**src/design/corc_defines.vh**
```
`ifndef CORC_DEFINES_VH
`define CORC_DEFINES_VH

// Register addresses on the internal serial-core port
`define CORC_ADDR_SENSE_MUX     6'h06
`define CORC_ADDR_OUT_SWITCH    6'h07
`define CORC_ADDR_RESTART_CH01  6'h08
`define CORC_ADDR_LATCHOFF      6'h32

// Field positions
`define CORC_SENSE_EN_BIT       3
`define CORC_SENSE_SEL_MSB      2
`define CORC_SENSE_SEL_LSB      0
`define CORC_RESTART_CH0_MSB    3
`define CORC_RESTART_CH0_LSB    0
`define CORC_RESTART_CH1_MSB    7
`define CORC_RESTART_CH1_LSB    4

// Reset values
`define CORC_SENSE_MUX_RST      4'h0
`define CORC_OUT_SWITCH_RST     4'h0
`define CORC_RESTART_RST        8'h00

// Restart codes
`define CORC_CODE_LATCHOFF      4'h0
`define CORC_CODE_FAILSAFE_MIN  4'h1

// Timing: blanking step of 17 ms at a 40 MHz clock
`define CORC_CLK_KHZ            40000
`define CORC_BLANK_STEP_MS      17
`define CORC_BLANK_STEP_CYC     (`CORC_BLANK_STEP_MS * `CORC_CLK_KHZ)

`endif

```
**src/design/corc_blank_timer.v**
```verilog
`timescale 1ns/1ps
`default_nettype none

// One channel's blanking window: code steps of STEP_CYC cycles each
module corc_blank_timer #(
    parameter integer STEP_CYC = 680000,
    parameter integer PW       = 20
) (
    // Clock and reset
    input  wire       clk,
    input  wire       rst,
    // Control
    input  wire       start,
    input  wire [3:0] code,
    // Status
    output reg        busy,
    output reg        done
);

    // Cut to the prescaler width on purpose; PW must cover STEP_CYC
    localparam [31:0]   STEP_LAST_W = STEP_CYC - 1;
    localparam [PW-1:0] STEP_LAST   = STEP_LAST_W[PW-1:0];

    reg [PW-1:0] presc_r;
    reg [3:0]    steps_r;

    ////////////////////////////////////////////////////////////////////////
    // Restart on start even while busy, so a new fault opens a full window
    always @(posedge clk) begin
        if (rst) begin
            busy    <= 1'b0;
            done    <= 1'b0;
            presc_r <= {PW{1'b0}};
            steps_r <= 4'h0;
        end else begin
            done <= 1'b0;
            if (start && code != 4'h0) begin
                busy    <= 1'b1;
                presc_r <= STEP_LAST;
                steps_r <= code;
            end else if (busy) begin
                if (presc_r != {PW{1'b0}}) begin
                    presc_r <= presc_r - 1'b1;
                end else if (steps_r == 4'h1) begin
                    busy <= 1'b0;
                    done <= 1'b1;
                end else begin
                    presc_r <= STEP_LAST;
                    steps_r <= steps_r - 1'b1;
                end
            end
        end
    end

endmodule

`default_nettype wire

```
**src/design/corc_top.v**
```verilog
`timescale 1ns/1ps
`default_nettype none
`include "corc_defines.vh"

module corc_top #(
    parameter integer NCH      = 4,
    parameter integer STEP_CYC = `CORC_BLANK_STEP_CYC,
    parameter integer PW       = 20
) (
    // Clock and reset
    input  wire           clk,
    input  wire           rst,
    // Register port from the serial core
    input  wire           reg_wr,
    input  wire           reg_rd,
    input  wire [5:0]     reg_addr,
    input  wire [7:0]     reg_wdata,
    output reg  [7:0]     reg_rdata,
    // Mode state from the mode controller
    input  wire           normal_mode,
    // Channel 2/3 restart register, held elsewhere
    input  wire [7:0]     restart_blank_ch2_ch3,
    input  wire           restart_ch23_wr,
    // Fail-safe direct input levels
    input  wire [NCH-1:0] direct_in,
    // Protection: event pulse and present level per channel
    input  wire [NCH-1:0] fault_event,
    input  wire [NCH-1:0] fault_present,
    // Channel drive
    output reg  [NCH-1:0] out_on,
    // Sense multiplexer
    output reg            sense_output_enable,
    output reg  [NCH-1:0] sense_route,
    // Latch-off status
    output reg  [NCH-1:0] latchoff_flags,
    // Register contents for the rest of the device
    output reg  [3:0]     sense_mux_q,
    output reg  [3:0]     output_switch_q,
    output reg  [7:0]     restart_blank_ch01_q
);

    // Channel states
    localparam [1:0] CH_RUN   = 2'h0;
    localparam [1:0] CH_BLANK = 2'h1;
    localparam [1:0] CH_LATCH = 2'h2;

    ////////////////////////////////////////////////////////////////////////
    // Helper functions

    // One-hot route for a select code; reserved codes give no channel
    function [3:0] sel_onehot;
        input [2:0] sel;
        begin
            case (sel)
                3'h0:    sel_onehot = 4'h1;
                3'h1:    sel_onehot = 4'h2;
                3'h2:    sel_onehot = 4'h4;
                3'h3:    sel_onehot = 4'h8;
                default: sel_onehot = 4'h0;
            endcase
        end
    endfunction

    // Restart code of channel n from the two restart registers
    function [3:0] chan_code;
        input [7:0] r01;
        input [7:0] r23;
        input integer n;
        begin
            case (n)
                0:       chan_code = r01[`CORC_RESTART_CH0_MSB:
                                         `CORC_RESTART_CH0_LSB];
                1:       chan_code = r01[`CORC_RESTART_CH1_MSB:
                                         `CORC_RESTART_CH1_LSB];
                2:       chan_code = r23[3:0];
                default: chan_code = r23[7:4];
            endcase
        end
    endfunction

    // Window code; fail-safe never latches, so zero becomes one step
    function [3:0] window_code;
        input [3:0] code;
        input       normal;
        begin
            if (!normal && code == `CORC_CODE_LATCHOFF) begin
                window_code = `CORC_CODE_FAILSAFE_MIN;
            end else begin
                window_code = code;
            end
        end
    endfunction

    ////////////////////////////////////////////////////////////////////////
    // Register writes

    wire wr_sense   = reg_wr && reg_addr == `CORC_ADDR_SENSE_MUX;
    wire wr_switch  = reg_wr && reg_addr == `CORC_ADDR_OUT_SWITCH;
    wire wr_restart = reg_wr && reg_addr == `CORC_ADDR_RESTART_CH01;

    // Reserved upper bits are not stored and read back as zero
    always @(posedge clk) begin
        if (rst) begin
            sense_mux_q          <= `CORC_SENSE_MUX_RST;
            output_switch_q      <= `CORC_OUT_SWITCH_RST;
            restart_blank_ch01_q <= `CORC_RESTART_RST;
        end else begin
            if (wr_sense) begin
                sense_mux_q <= reg_wdata[3:0];
            end
            if (wr_switch) begin
                output_switch_q <= reg_wdata[3:0];
            end
            if (wr_restart) begin
                restart_blank_ch01_q <= reg_wdata;
            end
        end
    end

    ////////////////////////////////////////////////////////////////////////
    // Register reads, answered one cycle after the read strobe

    always @(posedge clk) begin
        if (rst) begin
            reg_rdata <= 8'h00;
        end else if (reg_rd) begin
            case (reg_addr)
                `CORC_ADDR_SENSE_MUX:    reg_rdata <= {4'h0, sense_mux_q};
                `CORC_ADDR_OUT_SWITCH:   reg_rdata <= {4'h0, output_switch_q};
                `CORC_ADDR_RESTART_CH01: reg_rdata <= restart_blank_ch01_q;
                `CORC_ADDR_LATCHOFF:     reg_rdata <= {4'h0, latchoff_flags};
                default:                 reg_rdata <= 8'h00;
            endcase
        end
    end

    ////////////////////////////////////////////////////////////////////////
    // Sense multiplexer; registered so the analog switch sees no glitch

    wire [2:0] sense_sel = sense_mux_q[`CORC_SENSE_SEL_MSB:
                                       `CORC_SENSE_SEL_LSB];
    wire       sense_on  = sense_mux_q[`CORC_SENSE_EN_BIT];
    wire       sense_sel_valid = (sel_onehot(sense_sel) != 4'h0);

    always @(posedge clk) begin
        if (rst) begin
            sense_output_enable <= 1'b0;
            sense_route         <= {NCH{1'b0}};
        end else begin
            // Reserved select codes leave the pin undriven
            sense_output_enable <= sense_on && sense_sel_valid;
            sense_route <= sense_on ? sel_onehot(sense_sel)
                                    : {NCH{1'b0}};
        end
    end

    ////////////////////////////////////////////////////////////////////////
    // Per-channel clear strobes: a write clears even with the same value

    wire [NCH-1:0] clear_latch;
    assign clear_latch[0] = wr_restart;
    assign clear_latch[1] = wr_restart;
    assign clear_latch[2] = restart_ch23_wr;
    assign clear_latch[3] = restart_ch23_wr;

    ////////////////////////////////////////////////////////////////////////
    // Blanking timers, one per channel

    reg  [1:0]     st_r [0:NCH-1];
    reg  [NCH-1:0] tmr_start;
    reg  [3:0]     tmr_code [0:NCH-1];
    wire [NCH-1:0] tmr_busy;
    wire [NCH-1:0] tmr_done;

    genvar g;
    generate
        for (g = 0; g < NCH; g = g + 1) begin : g_tmr
            corc_blank_timer #(
                .STEP_CYC (STEP_CYC),
                .PW       (PW)
            ) u_tmr (
                .clk   (clk),
                .rst   (rst),
                .start (tmr_start[g]),
                .code  (tmr_code[g]),
                .busy  (tmr_busy[g]),
                .done  (tmr_done[g])
            );
        end
    endgenerate

    // Timer start and window length for each channel
    integer k;
    always @* begin
        for (k = 0; k < NCH; k = k + 1) begin
            tmr_code[k]  = window_code(chan_code(restart_blank_ch01_q,
                                restart_blank_ch2_ch3, k),
                                normal_mode);
            tmr_start[k] = fault_event[k] && tmr_code[k] != 4'h0;
        end
    end

    ////////////////////////////////////////////////////////////////////////
    // Channel protection state

    // A fault event wins over a clear arriving in the same cycle
    integer i;
    always @(posedge clk) begin
        if (rst) begin
            for (i = 0; i < NCH; i = i + 1) begin
                st_r[i] <= CH_RUN;
            end
        end else begin
            for (i = 0; i < NCH; i = i + 1) begin
                case (st_r[i])
                    CH_RUN: begin
                        if (fault_event[i]) begin
                            // Code zero in Normal mode: no window at all
                            if (tmr_code[i] == `CORC_CODE_LATCHOFF) begin
                                st_r[i] <= CH_LATCH;
                            end else begin
                                st_r[i] <= CH_BLANK;
                            end
                        end
                    end
                    CH_BLANK: begin
                        if (fault_event[i]) begin
                            st_r[i] <= CH_BLANK;
                        end else if (tmr_done[i]) begin
                            // Fail-safe retries whatever the fault level
                            if (normal_mode && fault_present[i]) begin
                                st_r[i] <= CH_LATCH;
                            end else begin
                                st_r[i] <= CH_RUN;
                            end
                        end else if (!tmr_busy[i] && !tmr_start[i]) begin
                            st_r[i] <= CH_RUN;
                        end
                    end
                    CH_LATCH: begin
                        if (!normal_mode) begin
                            // Latch-off settings do not hold in fail-safe
                            st_r[i] <= tmr_start[i] ? CH_BLANK
                                                    : CH_RUN;
                        end else if (clear_latch[i]) begin
                            if (fault_event[i]) begin
                                st_r[i] <= (tmr_code[i] ==
                                            `CORC_CODE_LATCHOFF)
                                           ? CH_LATCH : CH_BLANK;
                            end else begin
                                st_r[i] <= CH_RUN;
                            end
                        end
                    end
                    default: begin
                        st_r[i] <= CH_RUN;
                    end
                endcase
            end
        end
    end

    ////////////////////////////////////////////////////////////////////////
    // Drive and latch-off flags

    // Fail-safe drive follows direct inputs; protection still gates both
    integer j;
    always @(posedge clk) begin
        if (rst) begin
            out_on         <= {NCH{1'b0}};
            latchoff_flags <= {NCH{1'b0}};
        end else begin
            for (j = 0; j < NCH; j = j + 1) begin
                out_on[j] <= (st_r[j] == CH_RUN) &&
                             (normal_mode ? output_switch_q[j]
                                          : direct_in[j]);
                latchoff_flags[j] <= (st_r[j] == CH_LATCH);
            end
        end
    end

    // Mode entry is the host's two-write sequence; only its result is seen
    // here as normal_mode.

endmodule

`default_nettype wire

```
**config.mk**
```make
export PLATFORM = sky130hd
export DESIGN_NAME = corc_top
export DESIGN_NICKNAME = d
export VERILOG_FILES = /design/src/design/corc_blank_timer.v /design/src/design/corc_top.v
export VERILOG_INCLUDE_DIRS = /design/src /design/src/design
export SDC_FILE = /design/constraint.sdc
export NUM_CORES = 1
export LEC_CHECK = 0
export ABC_AREA = 1
export BUFFER_PORTS_ARGS = -buffer_cell sky130_fd_sc_hd__buf_2
export CAP_MARGIN = 10
export CORE_MARGIN = 4
export CORE_UTILIZATION = 65
export CTS_BUF_LIST = sky130_fd_sc_hd__clkbuf_8
export DETAILED_ROUTE_END_ITERATION = 8
export GPL_ROUTABILITY_DRIVEN = 0
export GPL_TIMING_DRIVEN = 0
export PLACE_DENSITY = 0.86
export SYNTH_ARGS = -nofsm -noshare
export SYNTH_HDL_FRONTEND = slang
export SYNTH_SLANG_ARGS = --single-unit
```
**constraint.sdc**
```tcl
create_clock -name clk -period 4.8 [get_ports clk]
set_clock_uncertainty 0.1 [all_clocks]
set_input_delay 1.2 -clock clk [delete_from_list [all_inputs] [get_ports clk]]
set_output_delay 1.2 -clock clk [all_outputs]
set_load 0.05 [all_outputs]
```
==> results.md <==
- Required time of the worst setup path: 5.01 ns
- Total gr overflow: 0
- Total GRT Usage: 0.291
- Main synth FF type: dfxtp_1
- Final Max Slew Viols: 0
- Post-Layout Cell Count: 1601
- Fraction of layout cells with a size suffix above 1: 0.126
- Most instantiated cells after synthesis: 302 x nand2_1, 193 x nor2_1, 155 x inv_1, 141 x dfxtp_1, 96 x nand3_1
- Vias per cell: 5.52
- Crit share post-route: 0.573
- R2r startpoint: restart_blank_ch01_q[2]
- Synth Cell Area: 8740 um^2
- Detailed Place HPWL: 16300 um
- Cell Rows: 42
- Worst vdd ir: approximately 0.00027 V
- IO Pins: 77
- Worst Tran Pin Value: between 0.7 and 0.8 ns
- # setup viols final: 0
- Post-synth cell types: 53
- Die area: about 15000 um^2
- Top post-synthesis cells by area: dfxtp_1 32%, nand2_1 13%, nor2_1 8.3%
- Reg2reg path depth: 10
- Final Critical Period: 2.75 ns
- Max Cap Viol: 0
- Arrival time at the worst endpoint: 2.97 ns
- Relative max-transition margin: 0.496
- Worst-skew pair later-pin latency: 0.46 ns
- Starting density of the core: 0.663
- Multi-input gate area: 4900 um^2
- # resized after CTS: 0
- CTS Buf Count: 17
- Power Dens Cells: about 330 nW/um^2
- DR WL/cell: around 14 um
- Nets: 1468
- Count leader, synth: nand2_1
- Worst r2r dst: st_r[0][1]
- IO buf count: 74
- Register area share after synthesis: 0.350
- Post-synth EDFFs: 8
- Post-CTS setup buffers: 0
- Syn-to-layout area delta: 11.3%
- Router iterations before antenna repair: 7
- CTS tree: built
- Fin. Hold Viols: 0
- Synth Instances: 1319
- Fill cell count: 1093
- Unrepaired setup endpoints after global routing: false
- Post-route ant nets: 0
- Synth warnings: 0
- CTS Hold Buffers Added: 0
- Syn_nets: roughly 1400
- DR vias: 8832
- Hold EP: reg_rdata[1]
- WS Path Type: input port to flop
- Clock Sinks: 149
- Clock transition at path regs: approximately 0.08 ns
- Syn avg cell area: 6.63 um^2
- Yosys top cell area share: 0.323
- Outcome: finished clean
- Crit. End Element: flop
- # diodes: 0
- Fin Setup TNS: 0 ns
- Seq cells post-synth: 149
- Clk buf depth: 2
- Vias in the first global route: about 8000
- Hold path depth: 2
- First-pass GRT wire length: 36100 um
- F_max: 363 MHz
- FF+latch area: 3060 um^2
- Die width: 124 um
- Startpoint Class: input port
- Post-synthesis async set-or-reset flop share: 0
- Worst Path Max Fanout: 10
- Initial DRC Count: roughly 770
- LEAKAGE: 4.55 nW
- DRC: 0
- Clock root cell: clkbuf_8
- H-tree depth: 4
- Core Area: 13200 um^2
- Overall power: 3.25 mW
- Pin count of the biggest net entering global routing: 17
- Post-synth top area cell: dfxtp_1
- Initial antenna violation count: 0
- Hold WC Path Type: flop to flop
- Die Ht: 124 um
- Reg2reg setup slack: 2.82 ns
- Inst Count DP: 1569
- Drt total wl: 21900 um
- Min-delay src: reg_rdata[1]
==> flip-flops by register name (all words and copies together) (netlist names) <==
name,flops
g_tmr.u_tmr.busy,4
g_tmr.u_tmr.done,4
g_tmr.u_tmr.presc_r,80
g_tmr.u_tmr.steps_r,16
latchoff_flags,4
out_on,4
output_switch_q,4
reg_rdata,8
restart_blank_ch01_q,8
sense_mux_q,4
sense_output_enable,1
sense_route,4
st_r,8
==> worst max-delay path, cell delays in order <==
cell	delay [ns]
buf_2	0.17
buf_2	0.35
clkbuf_1	0.55
buf_1	0.60
a21oi_1	0.09
==> layout make-up <==
type                       instances  share of cell area
buffer                            27              0.0149
clock buffer                      18              0.0255
clock inverter                    14              0.0151
inverter                         166              0.0645
multi-input combinational        977               0.504
sequential                       149               0.315
tap                              176              0.0226
timing repair buffer              74              0.0381
==> cell usage in the layout (no fill, tap or decap), types with 8 or more instances in the layout <==
master    netlist  layout
dfxtp_1       141     141
o21ai_0        58      58
a21oi_1        95      95
inv_2           9       9
clkbuf_8        0      18
nand2_1       302     302
clkbuf_1        8       8
nor2_1        193     193
nor3_1         36      36
buf_2          14      88
edfxtp_1        8       8
nand4_1        22      22
nor2_2         13      13
xor2_1         37      37
o21ai_1         9       9
nand3b_1        9       9
ha_1           16      16
inv_1         155     160
a21oi_2        10      10
nand3_1        96      96
o211ai_1       13      13
==> worst max path at each step <==
stage,from,endpoint,slack (ns),cells past startpoint
final,rst,reg_rdata[2],2.05,5
after global routing,rst,st_r[0][0],2.03,7
after CTS,rst,st_r[0][0],2.15,7
after detailed placement,rst,st_r[0][1],1.67,7
after global placement,rst,st_r[0][0],1.66,7
after floorplan,normal_mode,st_r[0][1],2.27,10
==> metal layers <==
metal  vias to the layer above  global-route usage  wire length (um)
li1                       4483                   -                 -
met1                      3984               0.371              9490
met2                       318               0.484             10200
met3                        47              0.0658              1780
met4                         0               0.107               435
met5                         -                   0                 0
==> metrics by stage <==
step	hold WS (ns)	worst slack, ns	util	area (um^2)
after floorplan	0.328	2.27	-	8740
after global placement	0.341	1.66	0.707	9330
after detailed placement	0.357	1.67	0.707	9330
after CTS	0.369	2.15	0.737	9720
after global routing	0.382	2.03	0.737	9720
final	0.367	2.05	0.737	9720
==> logic make-up (layout without fill, tap and decap cells) <==
group                      after synthesis  count (layout)  synth area share
adders and majority gates               16              16            0.0229
xor gates and xnor gates                44              44            0.0441
buffers and inverters                  193             299            0.0883
DFF                                    149             149             0.350
and+or+nand+nor                        708             708             0.359
AOI/OAI and AO/OA                      209             209             0.136
==> where the power goes <==
group	internal (mW)	leakage [nW]	switching, mW
clock	0.515	0.222	0.458
sequential	1.34	1.24	0.0824
combinational	0.288	3.09	0.562
No activity file was read; power rests on OpenSTA's default activity.
